==> config.mk <==
export PLATFORM = sky130hd
export DESIGN_NAME = tprh_top
export DESIGN_NICKNAME = d
export VERILOG_FILES = /design/src/core/tprh_pkg.sv /design/src/core/tprh_pkt_cnt.sv /design/src/core/tprh_ahb_slv.sv /design/src/core/tprh_top.sv
export VERILOG_INCLUDE_DIRS = /design/src /design/src/core
export SDC_FILE = /design/constraint.sdc
export NUM_CORES = 1
export LEC_CHECK = 0
export ABC_CLOCK_PERIOD_IN_PS = 2650
export BUFFER_PORTS_ARGS = -buffer_cell sky130_fd_sc_hd__buf_4
export CAP_MARGIN = 20
export CORE_UTILIZATION = 50
export CTS_BUF_LIST = sky130_fd_sc_hd__clkbuf_16
export DETAILED_ROUTE_END_ITERATION = 7
export GPL_ROUTABILITY_DRIVEN = 1
export PLACE_DENSITY = 0.73
export SYNTH_ARGS = -nofsm -noshare
export SYNTH_HDL_FRONTEND = slang
export SYNTH_SLANG_ARGS = --single-unit
==> constraint.sdc <==
create_clock -name clk_i -period 2.65 [get_ports clk_i]
set_input_delay 0.3975 -clock clk_i [delete_from_list [all_inputs] [get_ports clk_i]]
set_output_delay 0.3975 -clock clk_i [all_outputs]
set_load 0.01 [all_outputs]
==> src/core/tprh_defines.svh <==
`ifndef TPRH_DEFINES_SVH
`define TPRH_DEFINES_SVH

// ************************************************************
// subaddress numbers
// ************************************************************
`define TPRH_SA_UNIT      5'h01
`define TPRH_SA_REQ       5'h0a
`define TPRH_SA_FIRST_TM  5'h0b
`define TPRH_SA_LLC       5'h1c

// ************************************************************
// register byte offsets
// ************************************************************
`define TPRH_OFS_CTRL     8'h00
`define TPRH_OFS_SIZE     8'h04
`define TPRH_OFS_STATUS   8'h08
`define TPRH_OFS_REQ0     8'h0c
`define TPRH_OFS_REQ1     8'h10
`define TPRH_OFS_CONF0    8'h14
`define TPRH_OFS_CONF1    8'h18
`define TPRH_OFS_UNIT     8'h1c
`define TPRH_OFS_LLC      8'h20

// ************************************************************
// field positions
// ************************************************************
`define TPRH_CTRL_STAGE   0
`define TPRH_CTRL_EVT_A   1
`define TPRH_CTRL_EVT_B   2
`define TPRH_CTRL_BURST   3
`define TPRH_SIZE_LAST_LO 0
`define TPRH_SIZE_MSGS_LO 8
`define TPRH_STS_STAGED   0
`define TPRH_STS_PEND     1
`define TPRH_STS_CONF     2
`define TPRH_STS_LLC_NEW  3
`define TPRH_STS_UNIT_NEW 4
`define TPRH_STS_CNT_LO   8

// ************************************************************
// flow codes, counter range, reset values, timing
// ************************************************************
`define TPRH_FLOW_NONE    2'h0
`define TPRH_FLOW_PEND    2'h1
`define TPRH_FLOW_FIN     2'h3
`define TPRH_CNT_RESET    8'h00
`define TPRH_CNT_MIN      8'h01
`define TPRH_CNT_MAX      8'hff
`define TPRH_WORD_RESET   16'h0000
`define TPRH_LOAD_WIN_MS  2
`define TPRH_CLK_PERIOD_NS 10
`define TPRH_NS_PER_MS    1000000

`endif

==> src/core/tprh_pkg.sv <==
`include "tprh_defines.svh"

package tprh_pkg;

  // ************************************************************
  // request and confirmation word layouts
  // ************************************************************
  typedef struct packed {
    logic [2:0] rsv_hi;   // always zero
    logic [4:0] msgs;     // messages of the packet
    logic [2:0] rsv_lo;   // always zero
    logic [4:0] last;     // words in last message, 0 means 32
  } tprh_size_t;

  typedef struct packed {
    logic       evt_a;    // event a message pending
    logic       evt_b;    // event b message pending
    logic       burst;    // burst mode
    logic [1:0] flow;     // flow control code
    logic [2:0] rsv;      // always zero
    logic [7:0] count;    // packet count
  } tprh_ctl_t;

  // handshake state, gray along idle, pend, idle
  typedef enum logic {
    TPRH_IDLE = 1'b0,     // no request outstanding
    TPRH_PEND = 1'b1      // request published, waiting on confirm
  } tprh_state_t;

endpackage

==> src/core/tprh_pkt_cnt.sv <==
`timescale 1ns/1ps
`include "tprh_defines.svh"

module tprh_pkt_cnt
  import tprh_pkg::*;
(
  input  wire logic       clk_i,
  input  wire logic       rst_b_i,
  input  wire logic       adv_i,   // one pulse per new request
  output logic      [7:0] cnt_o,   // count of the current request
  output logic      [7:0] nxt_o    // count the next request will carry
);

  // ************************************************************
  // state
  // ************************************************************
  typedef struct packed {
    logic       first;              // no request since reset
    logic [7:0] cnt;                // running count
  } tprh_cnt_st_t;

  tprh_cnt_st_t st_r;
  tprh_cnt_st_t st_nxt;

  // next count; zero only for the first request, then skipped
  always_comb begin
    if (st_r.first) begin
      nxt_o = `TPRH_CNT_RESET;
    end else if (st_r.cnt == `TPRH_CNT_MAX) begin
      nxt_o = `TPRH_CNT_MIN;
    end else begin
      nxt_o = st_r.cnt + 8'h01;
    end
    st_nxt = st_r;
    if (adv_i) begin
      st_nxt.cnt   = nxt_o;
      st_nxt.first = 1'b0;
    end
  end

  // register the state
  always_ff @(posedge clk_i or negedge rst_b_i) begin
    if (!rst_b_i) begin
      st_r <= '{first: 1'b1, cnt: `TPRH_CNT_RESET};
    end else begin
      st_r <= st_nxt;
    end
  end

  assign cnt_o = st_r.cnt;

endmodule

==> src/core/tprh_ahb_slv.sv <==
`timescale 1ns/1ps

module tprh_ahb_slv
  import tprh_pkg::*;
(
  input  wire logic        clk_i,
  input  wire logic        rst_b_i,
  input  wire logic        hsel_i,
  input  wire logic [7:0]  haddr_i,     // low byte of the address
  input  wire logic [1:0]  htrans_i,
  input  wire logic        hwrite_i,
  input  wire logic        hready_i,
  output logic             hreadyout_o, // from a flop
  output logic             wr_o,        // write data phase
  output logic             rd_o,        // first read data cycle
  output logic       [7:0] addr_o       // address of the data phase
);

  // ************************************************************
  // state
  // ************************************************************
  typedef struct packed {
    logic       ph_wr;   // write in data phase
    logic       ph_rd;   // read in first data cycle
    logic       rdy;     // hreadyout
    logic [7:0] addr;    // captured address
  } tprh_ahb_st_t;

  tprh_ahb_st_t st_r;
  tprh_ahb_st_t st_nxt;
  logic         take;    // address phase accepted

  // reads take one wait state so the data leaves a flop and any
  // write in the preceding data phase is already visible
  always_comb begin
    take         = hsel_i & htrans_i[1] & hready_i;
    st_nxt       = st_r;
    st_nxt.ph_wr = take & hwrite_i;
    st_nxt.ph_rd = take & ~hwrite_i;
    if (take) begin
      st_nxt.addr = haddr_i;
    end
    if (take & ~hwrite_i) begin
      st_nxt.rdy = 1'b0;    // hold the read one cycle
    end else if (st_r.ph_rd) begin
      st_nxt.rdy = 1'b1;    // read data now registered
    end
  end

  // register the state
  always_ff @(posedge clk_i or negedge rst_b_i) begin
    if (!rst_b_i) begin
      st_r <= '{ph_wr: 1'b0, ph_rd: 1'b0, rdy: 1'b1, addr: 8'h00};
    end else begin
      st_r <= st_nxt;
    end
  end

  assign hreadyout_o = st_r.rdy;
  assign wr_o        = st_r.ph_wr;
  assign rd_o        = st_r.ph_rd;
  assign addr_o      = st_r.addr;

endmodule

==> src/core/tprh_top.sv <==
// How it works
// - accept low-level commands on receive subaddress 28
// - read back low-level commands on transmit 28
// - accept unit-control commands on receive subaddress 1
// - publish two request words on transmit 10
// - first word: zeros, message count, zeros, words
// - all reserved request bits read zero
// - message count sized from next packet, start at 8
// - last message words, 32 coded as zero
// - second word carries event a and b flags
// - flow codes 00, 01, 11; device never emits 11
// - eight-bit circular count bumps per new request
// - nominal counts stay within 1 to 255
// - first request after reset carries count zero
// - wrap 255 to 1, zero never reused
// - counter serves request identification only
// - completion found by matching the returned count
// - check at sync, reload within 2 ms window
// - nothing new: size zero, count kept, flow 00
// - burst bit one for burst, zero nominal
`timescale 1ns/1ps
`include "tprh_defines.svh"

module tprh_top
  import tprh_pkg::*;
#(
  parameter int LLC_WORDS    = 4,     // stored low-level command words
  parameter int LOAD_WIN_CYC = (`TPRH_LOAD_WIN_MS * `TPRH_NS_PER_MS)
                               / `TPRH_CLK_PERIOD_NS
)
(
  input  wire logic        clk_i,
  input  wire logic        rst_b_i,
  // ahb-lite slave
  input  wire logic        hsel_i,
  input  wire logic [31:0] haddr_i,
  input  wire logic [1:0]  htrans_i,
  input  wire logic        hwrite_i,
  input  wire logic [2:0]  hsize_i,
  input  wire logic [31:0] hwdata_i,
  input  wire logic        hready_i,
  output logic             hreadyout_o,
  output logic             hresp_o,
  output logic      [31:0] hrdata_o,
  // subaddress access from the remote terminal protocol core
  input  wire logic        sa_strobe_i,  // one word moved on the bus
  input  wire logic        sa_tx_i,      // 1 = controller reads
  input  wire logic [4:0]  sa_num_i,     // subaddress
  input  wire logic [4:0]  sa_idx_i,     // word index in message
  input  wire logic [15:0] sa_wdata_i,   // word from controller
  output logic      [15:0] sa_rdata_o,   // word to controller
  output logic             sa_rvalid_o,  // sa_rdata_o valid pulse
  // subframe synchronize mode command
  input  wire logic        sync_i
);

  // ************************************************************
  // sizes and state
  // ************************************************************
  // one spare state keeps the count from wrapping
  localparam int WIN_W = $clog2(LOAD_WIN_CYC + 1);
  localparam int IDX_W = (LLC_WORDS > 1) ? $clog2(LLC_WORDS) : 1;
  localparam logic [WIN_W-1:0] WIN_LOAD = WIN_W'(LOAD_WIN_CYC - 1);

  typedef struct packed {
    logic                        ctl_evt_a;  // software event a
    logic                        ctl_evt_b;  // software event b
    logic                        ctl_burst;  // software burst mode
    logic [4:0]                  size_msgs;  // staged message count
    logic [4:0]                  size_last;  // staged last words
    logic                        staged;     // new packet waiting
    tprh_state_t                 hs;         // handshake state
    tprh_size_t                  req0;       // published word 0
    tprh_ctl_t                   req1;       // published word 1
    logic [15:0]                 shadow1;    // word 1 frozen at read
    logic [15:0]                 conf0;      // confirm word 0
    tprh_ctl_t                   conf1;      // confirm word 1
    logic                        conf_ok;    // sticky: confirmed
    logic                        llc_new;    // sticky: llc written
    logic                        unit_new;   // sticky: unit written
    logic [15:0]                 unit_cmd;   // last unit command
    logic [LLC_WORDS-1:0][15:0]  llc;        // low-level commands
    logic [WIN_W-1:0]            win_cnt;    // load window countdown
    logic                        win_open;   // inside load window
    logic                        synced;     // any sync seen
    logic [15:0]                 sa_rdata;   // word to controller
    logic                        sa_rvalid;  // word valid
    logic [31:0]                 hrdata;     // bus read data
    logic                        hresp;      // always okay
  } tprh_top_st_t;

  tprh_top_st_t st_r;
  tprh_top_st_t st_nxt;

  logic             bus_wr;     // write data phase
  logic             bus_rd;     // read to register
  logic [7:0]       bus_addr;   // data phase address
  logic             cnt_adv;    // new request loaded
  logic [7:0]       cnt_cur;    // current packet count
  logic [7:0]       cnt_nxt;    // count for the next request
  logic             confirm;    // confirmation matched at sync
  logic             may_load;   // request slot free and in time
  logic [31:0]      rd_word;    // read mux
  logic [IDX_W-1:0] sa_sel;     // llc word selected by index

  // ************************************************************
  // bus slave and packet counter
  // ************************************************************
  // low address byte only; hsize is unused
  // as every access is one word
  tprh_ahb_slv u_ahb (
    .clk_i       (clk_i),
    .rst_b_i     (rst_b_i),
    .hsel_i      (hsel_i),
    .haddr_i     (haddr_i[7:0]),
    .htrans_i    (htrans_i),
    .hwrite_i    (hwrite_i),
    .hready_i    (hready_i),
    .hreadyout_o (hreadyout_o),
    .wr_o        (bus_wr),
    .rd_o        (bus_rd),
    .addr_o      (bus_addr)
  );

  // counter feeds the request words, the match and the status register
  tprh_pkt_cnt u_cnt (
    .clk_i   (clk_i),
    .rst_b_i (rst_b_i),
    .adv_i   (cnt_adv),
    .cnt_o   (cnt_cur),
    .nxt_o   (cnt_nxt)
  );

  // ************************************************************
  // next state
  // ************************************************************
  always_comb begin
    st_nxt  = st_r;
    cnt_adv = 1'b0;
    sa_sel  = sa_idx_i[IDX_W-1:0];
    rd_word = 32'h0000_0000;

    // register read mux; unmapped offsets read zero
    case (bus_addr)
      `TPRH_OFS_CTRL: begin
        rd_word[`TPRH_CTRL_EVT_A] = st_r.ctl_evt_a;
        rd_word[`TPRH_CTRL_EVT_B] = st_r.ctl_evt_b;
        rd_word[`TPRH_CTRL_BURST] = st_r.ctl_burst;
      end
      `TPRH_OFS_SIZE: begin
        rd_word[`TPRH_SIZE_MSGS_LO +: 5] = st_r.size_msgs;
        rd_word[`TPRH_SIZE_LAST_LO +: 5] = st_r.size_last;
      end
      `TPRH_OFS_STATUS: begin
        rd_word[`TPRH_STS_STAGED]     = st_r.staged;
        rd_word[`TPRH_STS_PEND]       = (st_r.hs == TPRH_PEND);
        rd_word[`TPRH_STS_CONF]       = st_r.conf_ok;
        rd_word[`TPRH_STS_LLC_NEW]    = st_r.llc_new;
        rd_word[`TPRH_STS_UNIT_NEW]   = st_r.unit_new;
        rd_word[`TPRH_STS_CNT_LO +: 8] = cnt_cur;
      end
      `TPRH_OFS_REQ0:  rd_word[15:0] = st_r.req0;
      `TPRH_OFS_REQ1:  rd_word[15:0] = st_r.req1;
      `TPRH_OFS_CONF0: rd_word[15:0] = st_r.conf0;
      `TPRH_OFS_CONF1: rd_word[15:0] = st_r.conf1;
      `TPRH_OFS_UNIT:  rd_word[15:0] = st_r.unit_cmd;
      default: begin
        // llc words sit in consecutive words from their base
        for (int i = 0; i < LLC_WORDS; i++) begin
          if (bus_addr == 8'(`TPRH_OFS_LLC + 4 * i)) begin
            rd_word[15:0] = st_r.llc[i];
          end
        end
      end
    endcase
    if (bus_rd) begin
      st_nxt.hrdata = rd_word;
    end

    // software writes; sticky status bits clear on writing one
    if (bus_wr) begin
      case (bus_addr)
        `TPRH_OFS_CTRL: begin
          st_nxt.ctl_evt_a = hwdata_i[`TPRH_CTRL_EVT_A];
          st_nxt.ctl_evt_b = hwdata_i[`TPRH_CTRL_EVT_B];
          st_nxt.ctl_burst = hwdata_i[`TPRH_CTRL_BURST];
          // stage is a strobe, never stored as is
          if (hwdata_i[`TPRH_CTRL_STAGE]) begin
            st_nxt.staged = 1'b1;
          end
        end
        `TPRH_OFS_SIZE: begin
          st_nxt.size_msgs = hwdata_i[`TPRH_SIZE_MSGS_LO +: 5];
          st_nxt.size_last = hwdata_i[`TPRH_SIZE_LAST_LO +: 5];
        end
        `TPRH_OFS_STATUS: begin
          if (hwdata_i[`TPRH_STS_CONF]) begin
            st_nxt.conf_ok = 1'b0;
          end
          if (hwdata_i[`TPRH_STS_LLC_NEW]) begin
            st_nxt.llc_new = 1'b0;
          end
          if (hwdata_i[`TPRH_STS_UNIT_NEW]) begin
            st_nxt.unit_new = 1'b0;
          end
        end
        default: ;  // read-only or unmapped, write ignored
      endcase
    end

    // event and burst flags follow software at once
    st_nxt.req1.evt_a = st_nxt.ctl_evt_a;
    st_nxt.req1.evt_b = st_nxt.ctl_evt_b;
    st_nxt.req1.burst = st_nxt.ctl_burst;
    st_nxt.req1.rsv   = 3'h0;

    // reading word 0 freezes word 1 so a
    // flag change cannot tear the pair
    // subaddress traffic; sets come after software clears
    st_nxt.sa_rvalid = 1'b0;
    if (sa_strobe_i && sa_tx_i) begin
      st_nxt.sa_rvalid = 1'b1;
      st_nxt.sa_rdata  = `TPRH_WORD_RESET;
      case (sa_num_i)
        `TPRH_SA_REQ: begin
          if (sa_idx_i == 5'h00) begin
            st_nxt.sa_rdata = st_r.req0;
            st_nxt.shadow1  = st_r.req1;
          end else if (sa_idx_i == 5'h01) begin
            st_nxt.sa_rdata = st_r.shadow1;
          end
        end
        `TPRH_SA_LLC: begin
          if (32'(sa_idx_i) < LLC_WORDS) begin
            st_nxt.sa_rdata = st_r.llc[sa_sel];
          end
        end
        default: ;  // other transmit subaddresses served elsewhere
      endcase
    end else if (sa_strobe_i) begin
      case (sa_num_i)
        `TPRH_SA_REQ: begin
          if (sa_idx_i == 5'h00) begin
            st_nxt.conf0 = sa_wdata_i;
          end else if (sa_idx_i == 5'h01) begin
            st_nxt.conf1 = sa_wdata_i;
          end
        end
        `TPRH_SA_LLC: begin
          if (32'(sa_idx_i) < LLC_WORDS) begin
            st_nxt.llc[sa_sel] = sa_wdata_i;
            st_nxt.llc_new     = 1'b1;
          end
        end
        `TPRH_SA_UNIT: begin
          st_nxt.unit_cmd = sa_wdata_i;
          st_nxt.unit_new = 1'b1;
        end
        default: ;  // other receive subaddresses served elsewhere
      endcase
    end

    // load window opens at every subframe sync
    // a sync in an open window restarts it
    if (sync_i) begin
      st_nxt.win_cnt  = WIN_LOAD;
      st_nxt.win_open = 1'b1;
      st_nxt.synced   = 1'b1;
    end else if (st_r.win_open) begin
      if (st_r.win_cnt == '0) begin
        st_nxt.win_open = 1'b0;
      end else begin
        st_nxt.win_cnt = st_r.win_cnt - 1'b1;
      end
    end

    // a stale confirm word never matches:
    // the count has moved on since then
    // confirmation is judged only at sync; the count match keeps
    // equal-sized packets apart
    confirm = sync_i && (st_r.hs == TPRH_PEND)
              && (st_r.conf1.flow == `TPRH_FLOW_FIN)
              && (st_r.conf1.count == cnt_cur);
    if (confirm) begin
      st_nxt.conf_ok    = 1'b1;
      st_nxt.req0       = `TPRH_WORD_RESET;
      st_nxt.req1.flow  = `TPRH_FLOW_NONE;
      st_nxt.hs         = TPRH_IDLE;
    end

    // a staged packet is published only while the slot is free and
    // either before the first sync or inside the load window; a late
    // stage waits for the next subframe
    may_load = ((st_r.hs == TPRH_IDLE) || confirm) && st_nxt.staged
               && (sync_i || st_r.win_open || !st_r.synced);
    // words and counter move in one cycle,
    // so size and count always belong together
    if (may_load) begin
      st_nxt.req0.rsv_hi = 3'h0;
      st_nxt.req0.msgs   = st_nxt.size_msgs;
      st_nxt.req0.rsv_lo = 3'h0;
      st_nxt.req0.last   = st_nxt.size_last;
      st_nxt.req1.flow   = `TPRH_FLOW_PEND;
      st_nxt.req1.count  = cnt_nxt;
      st_nxt.staged      = 1'b0;
      st_nxt.hs          = TPRH_PEND;
      cnt_adv            = 1'b1;
    end
  end

  // ************************************************************
  // state register
  // ************************************************************
  // reset clears all: flow none, idle,
  // no events, window shut
  always_ff @(posedge clk_i or negedge rst_b_i) begin
    if (!rst_b_i) begin
      st_r <= '0;    // flow none, count zero, idle, all clear
    end else begin
      st_r <= st_nxt;
    end
  end

  // ************************************************************
  // outputs
  // ************************************************************
  // the slave never reports an error
  assign hresp_o     = st_r.hresp;
  assign hrdata_o    = st_r.hrdata;
  // word stands until the next read strobe
  assign sa_rdata_o  = st_r.sa_rdata;
  assign sa_rvalid_o = st_r.sa_rvalid;

endmodule

# Word-level counts from Yosys, hierarchy flattened
# Index checks and enable logic that the tools add are counted.
totals:
  register_bits: 242
  out_inout_bits: 51
  wordCells: 153
classes:
  add_sub_neg: 2
  magnitude_cmp: 3
  eq_ne: 19
  muxes: 50
  bitwise_logic: 8
  n_reduce_logical: 30
ops:
  columns: ["cell", "n"]
  rows:
  - ["$mux 82", 2]
  - ["$mux 16", 9]
  - ["$mux 64", 2]
  - ["$bwmux 64", 1]
  - ["$pmux 5 s8", 1]
  - ["$mux 19", 2]
  - ["$mux 18", 2]
  - ["$mux 17", 2]
  - ["$bmux 16 s2", 1]
  - ["$demux 16 s2", 1]
  - ["$eq 8x5->1 const B", 4]
  - ["$eq 8x6->1 const B", 4]
  - ["$pmux 16 s2", 1]
  - ["$pmux 3 s8", 1]
  - ["$pmux 3 s7", 1]
  - ["$logic_not 18->1", 1]
  - ["$pmux 3 s6", 1]
  - ["$sub 18x1->18 const B", 1]
  - ["$eq 8x4->1 const B", 2]
  - ["$mux 8", 2]
  - ["$pmux 1 s8", 2]
  - ["$mux 1", 13]
  - ["$reduce_bool 2->1", 6]
  - ["$mux 11", 1]
  - ["other kinds (28)", 49]

# Longest topological paths before layout
# Gate-level depths: netlist of the first run.
logic_depth:
  word_depth: 9
  depth_mapped: 8
  depth_no_buf: 6

# Modules after synthesis
# A second synthesis of the first run with hierarchy kept.
hier_totals:
  hier_cells: 957
  area_unflattened_um2: 11947.7
by_module_without_submodules:
  columns: ["module", "n_inst", "cells_per_inst", "area_per_inst_um2"]
  rows:
  - ["tprh_top", 1, 860, 10850.4]
  - ["tprh_pkt_cnt", 1, 72, 661.9]
  - ["tprh_ahb_slv", 1, 25, 435.4]

# Worst setup path before layout of the first run
# Ideal clock, no wire load.
synth_timing:
  kind: "register to register"
  start: "register, netlist name st_r[206]"
  end: "register st_r[205] in the netlist's numbering"
  setup_time_ns: 0.104
  arrival_ns: 1.862
  path_slack_ns: 0.685
  stages_incl_launch_ff: 8
  path_buffers: 2
  period_less_slack_ns: 1.965
  path_cell_list: "dfrtp_1 buf_6 xor2_1 nor4_2 a41oi_4 or2_0 buf_6 o41ai_2"
synth_lines:
  columns: ["element", "line", "rtl"]
  rows:
  - ["end signal: assignment", "tprh_top.sv:320", "st_r <= st_nxt;"]
  - ["end: declaration", "tprh_top.sv:92", "tprh_top_st_t st_r;"]

==> flow_metrics.tcl, run 1 <==
set metrics [dict create \
    htreeDepth 1 \
    syn_area_per_cell_um2 12.3 \
    synth-seq-cells 225 \
    slowest_stage "mux2_2" \
    placed_area_um2 12200 \
    sw_frac_of_total_pct 25.3 \
    cts.sinks 225 \
    grt_start_max_net_pins 79 \
    regArea_um2 5640 \
    max_clock_freq_mhz 424 \
    pin_count 154 \
    status "finished, final reports clean" \
    fin_setup_tns_ns 0 \
    rows 54 \
    fill_cells 1794 \
    routed_wl_mm 29.3 \
    place_hpwl_mm 20.3 \
    synthMostInstantiatedCell "dfrtp_1" \
    syn_area_um2 11400 \
    initial_core_util_pct 51.6 \
    antenna_found_initial 0 \
    grt_pass1_wl_mm 46.8 \
    hold_viol 0 \
    vias_per_cell 6.18 \
    pwr-share-seq_pct 44.5 \
    p_per_area_nw_per_um2 639 \
    post_cts_buffers 0 \
    clock_path_buffers 3 \
    synth_top_area_share_pct 48.9 \
    cts_tree "yes" \
    cap_viol_max_count 0 \
    reg2reg_from "u_ahb.addr_o[5]$_DFFE_PN0P_" \
    multiInputGateArea_um2 5130 \
    fin_skew_ns 0.0202 \
    worstPathRequired_ns 3.05 \
    area_growth_pct 14.6 \
    groute.usage.overall_pct 25.9 \
    synth_common_cells "223 x dfrtp_1, 157 x mux2_2, 54 x nor2_1" \
    fp.dieW_um 153 \
    netlist_instances 925 \
    cts_resized 0 \
    switchingPower_w 0.00211 \
    clk_pin_slew_ns 0.06 \
    cts-buffers-inserted 24 \
    fin_area_um2 13100 \
    portBuffers 86 \
    ys.flop_type "dfrtp_1" \
    rsz0062_at_grt "false" \
    cp_max_fo 10 \
    drt_pre_antenna_iters 5 \
    hp-class "input port to flop" \
    ys_types 71 \
    dieArea_um2 23400 \
    pwr-share-comb_pct 12.6 \
    hold_path.startpoint "hwrite_i" \
    ir_drop_mv 0.327 \
    drive_above_1_share_pct 37.8 \
    worstSetupEndpointType "flop" \
    dpl.cell_count 1242 \
    cts_root_buffer "clkbuf_16" \
    critical_path_arrival_ns 2.76 \
    worstPathCellList "nor4_1 -> and2_1 -> nand3_1 -> mux2_2 -> a22o_1" \
    stdcell_count 1287 \
    p_leak_nw 6.07 \
    relSlewSlack_pct 55.6 \
    grt_overflow 0 \
    vias 7956 \
    slew_viol_final 0 \
    diodes 0 \
    async_reset_ff_share_pct 100 \
    crit_start "u_ahb.addr_o[5]$_DFFE_PN0P_" \
    worst_hold_slack_ns 0.0439 \
    synth_area_leader_cell "dfrtp_1" \
    setup_viol 0 \
    slowest_delay_ns 0.46 \
    routedWlPerCell_um 22.8 \
    critPathLaunchType "flop" \
    worst_pin_slew_ns 0.649 \
    fin_nets 1094 \
    gp_congestion 0.878 \
    power_frac_clock_pct 42.9 \
    layout_min_cycle_time_ns 2.36 \
    min_period_over_period_pct 89.1 \
    synth_edf_count 0 \
    critPathKind "flop to flop" \
    die_y_um 153 \
    synth_warnings 0 \
    internal_power_w 0.00623 \
    core_region_area_um2 22100 \
    antenna_left 0 \
    ys_seq_area_share_pct 49.4 \
    drtIter0Drc 710 \
    synth_area_leaders "dfrtp_1 49%, mux2_2 16%, mux4_2 6.5%, buf_4 3.5%, nor2_1 1.8%" \
    first_global_vias 8113 \
    clk_latency_ns 0.53 \
    drc_errors 0 \
]
-- final timing paths --
path                       slack, ns  cells past startpoint                   endpoint
setup / recovery                0.29                      5      st_r[227]$_DFFE_PN0P_
hold / removal                  0.04                      2       u_ahb.rd_o$_DFF_PN0_
setup reg to reg                0.29                      5      st_r[227]$_DFFE_PN0P_
hold reg to reg                 0.48                      2  sa_rdata_o[6]$_DFFE_PN0P_
max in group asynchronous       1.49                      3       st_r[59]$_DFFE_PN0P_
min in group asynchronous       0.46                      2      st_r[219]$_DFFE_PN0P_
-- layout make-up --
cell class | instances | area share [%]
Inverter | 11 | 0.316
Clock inverter | 19 | 1.67
Multi-Input combinational cell | 596 | 39.3
Clock buffer | 25 | 4.79
Sequential cell | 225 | 43.1
Timing Repair Buffer | 131 | 8.09
Tap cell | 280 | 2.68
-- critical path: cells and delay by family (launching register included) --
kind	cells	cell delay, ns
AOI/OAI and AO/OA	1	0.21
and+or+nand+nor	3	1.17
DFF	1	0.40
muxes	1	0.46
-- power groups by stage --
stage | combinational (W) | sequential, W | clock [W]
after CTS | 0.00105 | 0.00371 | 0.00364
after floorplan | 0.000683 | 0.00372 | 0
after global routing | 0.00113 | 0.00372 | 0.00378
after detailed placement | 0.00105 | 0.00377 | 0
after global placement | 0.00103 | 0.00376 | 0
final | 0.00105 | 0.00371 | 0.00358
-- layout by cell type, fill, tap and decap left out, drive strengths merged, types with 8 or more instances in the layout --
master / Yosys / routed
mux4: 34 / 34
nor3: 9 / 9
clkbuf: 26 / 25
conb: 1 / 17
and2: 11 / 11
o21ai: 32 / 32
a21oi: 21 / 21
a32oi: 8 / 8
o31ai: 9 / 9
a211oi: 8 / 8
o2bb2ai: 8 / 8
inv: 10 / 11
and3: 8 / 8
a22oi: 23 / 23
nand3: 17 / 17
mux2: 157 / 157
clkinv: 1 / 13
nand2: 50 / 50
nor2: 54 / 54
a22o: 23 / 23
mux2i: 13 / 13
xor2: 9 / 9
nand4: 8 / 8
buf: 83 / 130
dfrtp: 223 / 223
-- repair_timing --
item | in CTS | in global routing
endpoints found under the setup margin | 0 | 0
hold buffers | 1 | 0
endpoints found under the hold margin | 70 | 0
-- kinds of logic after synthesis --
| family | count (synthesis) | synth area share [%] |
|---|---|---|
| DFF | 225 | 49.4 |
| muxes | 204 | 23.4 |
| and+or+nand+nor | 188 | 8.61 |
| AOI/OAI and AO/OA | 170 | 11.1 |
| buffers and inverters | 120 | 6.09 |
| xor gates and xnor gates | 15 | 1.15 |
| adders and majority gates | 2 | 0.219 |
| other | 1 | 0.0329 |
-- per-stage QoR --
stage	power, W	setup slack [ns]	util [%]
final	0.00835	0.290	59.1
after global routing	0.00863	0.219	59.1
after CTS	0.00840	0.289	59.1
after detailed placement	0.00482	0.300	55.3
after global placement	0.00480	0.387	55.3
after floorplan	0.00440	0.685	-
-- routing by layer --
layer / vias to the layer above / share of wire, % / GRT usage [%]
met1: 4047 / 42 / 36.0
met4: 0 / 2.4 / 7.50
li1: 3501 / - / -
met2: 352 / 48 / 42.5
met3: 56 / 7.7 / 3.83
met5: - / 0 / 0
Power figures use the tool's default switching activity.
==> run 2: changes to the inputs <==
--- a/config.mk
+++ b/config.mk
@@ -6,6 +6,7 @@
 export SDC_FILE = /design/constraint.sdc
 export NUM_CORES = 1
 export LEC_CHECK = 0
+export ABC_AREA = 1
 export ABC_CLOCK_PERIOD_IN_PS = 2650
 export BUFFER_PORTS_ARGS = -buffer_cell sky130_fd_sc_hd__buf_4
 export CAP_MARGIN = 20
==> run 2 against run 1 <==
Die area is 3.6% higher; highest routed layer unchanged; worst hold slack better by 0.023 ns; register-to-register slack better by 0.17 ns; largest power group unchanged; global-route usage is 2.4 points higher.
==> flow_metrics.tcl, run 2 <==
set metrics [dict create \
    area_growth_pct 12.6 \
    fin_nets 1747 \
    hold_viol 0 \
    routed_wl_mm 33.4 \
    placed_area_um2 12500 \
    synthMostInstantiatedCell "nand2_1" \
    critPathLaunchType "flop" \
    critical_path_arrival_ns 2.66 \
    first_global_vias 9751 \
    clk_pin_slew_ns 0.06 \
    layout_min_cycle_time_ns 2.19 \
    initial_core_util_pct 51.6 \
    relSlewSlack_pct 54.4 \
    gp_congestion 0.949 \
    synth_edf_count 0 \
    ys_seq_area_share_pct 47.7 \
    drt_pre_antenna_iters 6 \
    hold_path.startpoint "hwrite_i" \
    r2r_end "hrdata_o[10]$_DFFE_PN0P_" \
    critPathKind "flop to flop" \
    cap_viol_max_count 0 \
    fin_skew_ns 0.0134 \
    ys_types 41 \
    synth_top_area_share_pct 47.2 \
    worst_pin_slew_ns 0.684 \
    layout_commonest_cell "nand2_1" \
    synth_area_leaders "dfrtp_1 47%, nand2_1 19%, o21ai_0 6.3%, inv_1 4.4%, nand3_1 3.9%" \
    fp.dieW_um 156 \
    p_per_area_nw_per_um2 610 \
    worstRegToRegCells 11 \
    syn_area_um2 11800 \
    fin_area_um2 13300 \
    clock_path_buffers 3 \
    worstSetupEndpointType "flop" \
    antenna_left 0 \
    top_layer "met4" \
    reg2reg_slack_ns 0.46 \
    grt_start_max_net_pins 67 \
    dr_wl_met2_mm 14.2 \
    cts_tree "yes" \
    routedWlPerCell_um 16.9 \
    drc_errors 0 \
    synth_area_leader_cell "dfrtp_1" \
    die_y_um 156 \
    synth_warnings 0 \
    pin_count 154 \
    synth_common_cells "596 x nand2_1, 223 x dfrtp_1, 148 x o21ai_0" \
    dpl.cell_count 1926 \
    slew_viol_final 0 \
    hp-class "input port to flop" \
    drtIter0Drc 1106 \
    vias_per_cell 5.42 \
    vias 10700 \
    status "finished, final reports clean" \
    place_hpwl_mm 23.5 \
    fin_setup_tns_ns 0 \
    antenna_found_initial 1 \
    syn_area_per_cell_um2 7.45 \
    dieArea_um2 24300 \
    ys.flop_type "dfrtp_1" \
    core_region_area_um2 22900 \
    htreeDepth 1 \
    cts-buffers-inserted 26 \
    portBuffers 86 \
    min_period_over_period_pct 82.6 \
    finalCoreUtilization_pct 58.1 \
    netlist_instances 1586 \
    setup_viol 0 \
    diodes 0 \
    cts.sinks 225 \
    rsz0062_at_grt "false" \
    async_reset_ff_share_pct 100 \
    synth-seq-cells 225 \
    wl_met3_mm 3.03 \
    rows 55 \
    fill_cells 2166 \
    min_to "u_ahb.rd_o$_DFF_PN0_" \
    hold_depth 2 \
    p_leak_nw 6.81 \
    cts_root_buffer "clkbuf_16" \
    met1_length_mm 14.5 \
    layout_common_cells "596 x nand2_1, 223 x dfrtp_1, 148 x o21ai_0, 146 x inv_1, 116 x buf_4" \
    worst_hold_slack_ns 0.0667 \
    max_clock_freq_mhz 457 \
    grt_pass1_wl_mm 52.8 \
    groute.usage.overall_pct 28.3 \
    stdcell_count 1974 \
    ir_drop_mv 0.432 \
    grt_overflow 0 \
    drive_above_1_share_pct 11.9 \
    reg2reg_from "u_ahb.addr_o[2]$_DFFE_PN0P_" \
    post_cts_buffers 0 \
    cp_max_fo 10 \
    worstPathRequired_ns 3.12 \
    cts_resized 0 \
    clk_latency_ns 0.53 \
]
==> run 2: area by class of cell <==
cell class                 count  area (um2)  area share [%]
clock buffer                  27         676            5.08
inverter                     148         556            4.17
clock inverter                20        87.6           0.658
multi-input combinational   1121        5030            37.8
sequential                   225        5630            42.3
timing repair buffer         120         936            7.03
tap                          313         392            2.94
==> run 2: power by group <==
part,switching [W],internal (W)
Combinational,0.000633,0.000318
Clock,0.00140,0.00182
Sequential,0.000281,0.00366
Total,0.00232,0.00581
==> run 2: layer usage <==
metal	up-vias	GRT usage, %
met1	4976	40.8
li1	5079	-
met5	-	0
met3	98	4.25
met2	545	42.4
met4	0	12.3
==> run 2: cells by family (layout without fill, tap and decap cells) <==
| kind of cell | count (synthesis) | in the layout | synth area share [%] |
|---|---|---|---|
| AO/OA/AOI/OAI | 224 | 224 | 10.2 |
| XOR/XNOR | 8 | 8 | 0.593 |
| adder cells (fa/ha/maj) | 2 | 2 | 0.212 |
| buffers and inverters | 256 | 315 | 10.3 |
| flip-flops | 225 | 225 | 47.7 |
| other | 1 | 17 | 0.0317 |
| AND/OR/NAND/NOR | 870 | 870 | 31.0 |
==> run 2: worst max path at each step <==
stage	start	end	slack, ns	cells past startpoint
after CTS	u_ahb.addr_o[5]$_DFFE_PN0P_	hrdata_o[10]$_DFFE_PN0P_	0.53	11
after global placement	sa_idx_i[4]	st_r[178]$_DFFE_PN0P_	0.50	9
after global routing	u_ahb.addr_o[2]$_DFFE_PN0P_	hrdata_o[10]$_DFFE_PN0P_	0.31	11
after floorplan	st_r[52]$_DFFE_PN0P_	st_r[57]$_DFFE_PN0P_	1.01	10
after detailed placement	sa_idx_i[4]	st_r[184]$_DFFE_PN0P_	0.46	8
final	u_ahb.addr_o[2]$_DFFE_PN0P_	hrdata_o[10]$_DFFE_PN0P_	0.46	11
==> run 2: critical path, stage by stage (launching register included) <==
cell and delay, ns:
dfrtp_1 0.44, inv_1 0.13, nand2_1 0.06, nor2_1 0.38, nand2_1 0.29, inv_2 0.27
nand2_1 0.08, nand2_1 0.11, nor2_1 0.05, nand2_1 0.09, nand3_1 0.13, nand2_1 0.10
==> run 2: per-stage QoR <==
step	power (W)	setup WS [ns]
2_1_floorplan	0.00445	1.01
4_1_cts	0.00812	0.528
6_report	0.00812	0.461
3_3_place_gp	0.00489	0.504
5_1_grt	0.00840	0.310
3_5_place_dp	0.00491	0.456
==> run 2: what timing repair did <==
action / CTS / global route
hold buffers: 1 / 0
setup endpoints to repair: 0 / 0
endpoints found under the hold margin: 61 / 0
==> run 3: changes to the inputs <==
--- a/config.mk
+++ b/config.mk
@@ -6,8 +6,8 @@
 export SDC_FILE = /design/constraint.sdc
 export NUM_CORES = 1
 export LEC_CHECK = 0
-export ABC_AREA = 1
-export ABC_CLOCK_PERIOD_IN_PS = 2650
+export ABC_AREA = 0
+export ABC_CLOCK_PERIOD_IN_PS = 2100
 export BUFFER_PORTS_ARGS = -buffer_cell sky130_fd_sc_hd__buf_4
 export CAP_MARGIN = 20
 export CORE_UTILIZATION = 50
==> constraint.sdc (replaced) <==
create_clock -name clk_i -period 2.1 [get_ports clk_i]
set_input_delay 0.315 -clock clk_i [delete_from_list [all_inputs] [get_ports clk_i]]
set_output_delay 0.315 -clock clk_i [all_outputs]
set_load 0.01 [all_outputs]
==> run 3 against run 2 <==
Via count decreased by 25%; critical path type unchanged; largest power group unchanged; wire length decreased by 12%; worst setup slack worse by 0.37 ns; combinational power grew 51%; final area rose by 0.81%; global-route usage fell by 2.7 points; register-to-register slack worse by 0.37 ns.
==> flow_metrics.tcl, run 3 (synthesis results as in run 1) <==
set metrics [dict create \
    hold_path.startpoint "haddr_i[6]" \
    cts-buffers-inserted 25 \
    grt_start_max_net_pins 64 \
    core_region_area_um2 22100 \
    reg2reg_slack_ns 0.09 \
    r2r_end "hrdata_o[10]$_DFFE_PN0P_" \
    routedWlPerCell_um 22.1 \
    area_growth_pct 17.7 \
    clk_pin_slew_ns 0.06 \
    setup_viol 0 \
    sw_frac_of_total_pct 25.8 \
    cts_tree "yes" \
    htreeDepth 1 \
    fin_skew_ns 0.0174 \
    rsz0062_at_grt "true" \
    grt_overflow 0 \
    worst_pin_slew_ns 0.550 \
    critical_path_arrival_ns 2.39 \
    fp.dieW_um 153 \
    dieArea_um2 23400 \
    rows 54 \
    internal_power_w 0.00784 \
    place_hpwl_mm 20.9 \
    pwr-share-seq_pct 44.3 \
    antenna_left 0 \
    die_y_um 153 \
    fin_setup_tns_ns 0 \
    post_cts_buffers 0 \
    layout_min_cycle_time_ns 2.01 \
    fin_area_um2 13400 \
    dp_slack_ns 0.0193 \
    critPathLaunchType "flop" \
    max_clock_freq_mhz 497 \
    layout_common_cells "221 x dfrtp_1, 157 x mux2_2, 156 x buf_4, 54 x nor2_1, 50 x nand2_1" \
    pwr-share-comb_pct 13.6 \
    ir_drop_mv 0.531 \
    groute.usage.overall_pct 25.6 \
    worstPathRequired_ns 2.48 \
    routed_wl_mm 29.4 \
    vias 8076 \
    status "finished, final reports clean" \
    fin_nets 1132 \
    min_period_over_period_pct 95.9 \
    relSlewSlack_pct 62.4 \
    gp_congestion 0.949 \
    fin_ws_ns 0.0867 \
    hp-class "input port to flop" \
    cts_root_buffer "clkbuf_16" \
    clock_path_buffers 3 \
    worstRegToRegCells 7 \
    switchingPower_w 0.00272 \
    cts.sinks 225 \
    power_frac_clock_pct 42.1 \
    critPathKind "flop to flop" \
    layout_commonest_cell "dfrtp_1" \
    clk_latency_ns 0.52 \
    vias_per_cell 6.09 \
    pin_count 154 \
    hold_depth 2 \
    slew_viol_final 0 \
    cp_max_fo 17 \
    reg2reg_from "u_ahb.addr_o[2]$_DFFE_PN0P_" \
    placed_area_um2 12500 \
    drive_above_1_share_pct 40.8 \
    finalCoreUtilization_pct 60.7 \
    drc_errors 0 \
    drt_pre_antenna_iters 5 \
    p_leak_nw 6.24 \
    first_global_vias 8264 \
    cap_viol_max_count 0 \
    antenna_found_initial 0 \
    initial_core_util_pct 51.6 \
    min_to "u_ahb.addr_o[6]$_DFFE_PN0P_" \
    grt_pass1_wl_mm 46.3 \
    drtIter0Drc 613 \
    p_per_area_nw_per_um2 788 \
    portBuffers 86 \
    hold_viol 0 \
    worstSetupEndpointType "flop" \
]
## run 3: changes by cell type in the layout (fill, tap and decap cells not counted), moves of 13 or more
cell / before / now
a22o_1: 0 / 23
buf_4: 116 / 156
inv_1: 146 / 10
mux2_2: 0 / 157
mux2i_1: 0 / 13
mux4_2: 0 / 33
nand2_1: 596 / 50
nand3_1: 92 / 14
nand4_1: 26 / 7
nor2_1: 115 / 54
o21ai_0: 148 / 32
o21ai_1: 21 / 0
## run 3: worst max-delay path by stage
stage	to	cells past startpoint	startpoint	slack (ns)
finish	hrdata_o[10]$_DFFE_PN0P_	7	u_ahb.addr_o[2]$_DFFE_PN0P_	0.09
global route	st_r[208]$_DFFE_PN0P_	8	u_ahb.addr_o[1]$_DFFE_PN0P_	-0.01
CTS	st_r[205]$_DFFE_PN0P_	8	u_ahb.addr_o[1]$_DFFE_PN0P_	0.001
detailed placement	st_r[218]$_DFFE_PN0P_	7	u_ahb.addr_o[1]$_DFFE_PN0P_	0.02
global placement	hrdata_o[10]$_DFFE_PN0P_	7	u_ahb.addr_o[2]$_DFFE_PN0P_	0.04
floorplan	st_r[205]$_DFFE_PN0P_	7	st_r[206]$_DFFE_PN0P_	0.13
## run 3: routing by layer
layer | share of wire [%] | GRT usage (%) | up-vias
met2 | 48 | 41.5 | 299
li1 | - | - | 3582
met1 | 42 | 34.4 | 4152
met5 | 0 | 0 | -
met4 | 2.4 | 7.60 | 0
met3 | 8.0 | 5.87 | 43
## run 3: power by group through the flow
stage	clock, W	sequential, W	combinational, W
6_report	0.00445	0.00468	0.00144
5_1_grt	0.00466	0.00470	0.00155
4_1_cts	0.00450	0.00467	0.00143
3_5_place_dp	0	0.00474	0.00142
3_3_place_gp	0	0.00474	0.00140
2_1_floorplan	0	0.00469	0.000862
## run 3: stage by stage
step,total power [W],hold slack [ns],cells
global placement,0.00613,0.257,1278
global route,0.0109,0.0262,1325
floorplan,0.00555,0.0194,941
finish,0.0106,0.0248,1326
CTS,0.0106,0.0165,1325
detailed placement,0.00616,0.259,1278
## run 3: area by class of cell
cell class,instances,area [um2]
antenna,1,2.50
clock buffer,25,626
clock inverter,20,210
fill,1770,8680
inverter,11,41.3
multi-input combinational,596,5190
sequential,225,5640
tap,280,350
timing repair buffer,168,1360
## run 3: critical path, cell delays in order, from the launching register on
cell	delay (ns)
dfrtp_2	0.36
buf_4	0.28
buf_6	0.24
mux2_2	0.37
a22oi_1	0.20
nor2_1	0.06
a311oi_1	0.27
a211oi_1	0.11
## run 3: timing repair
item | in CTS | in global routing
setup endpoints to repair | 0 | 18
hold endpoints to repair | 50 | 0
hold buffers | 2 | 0
resized for setup | 0 | 12
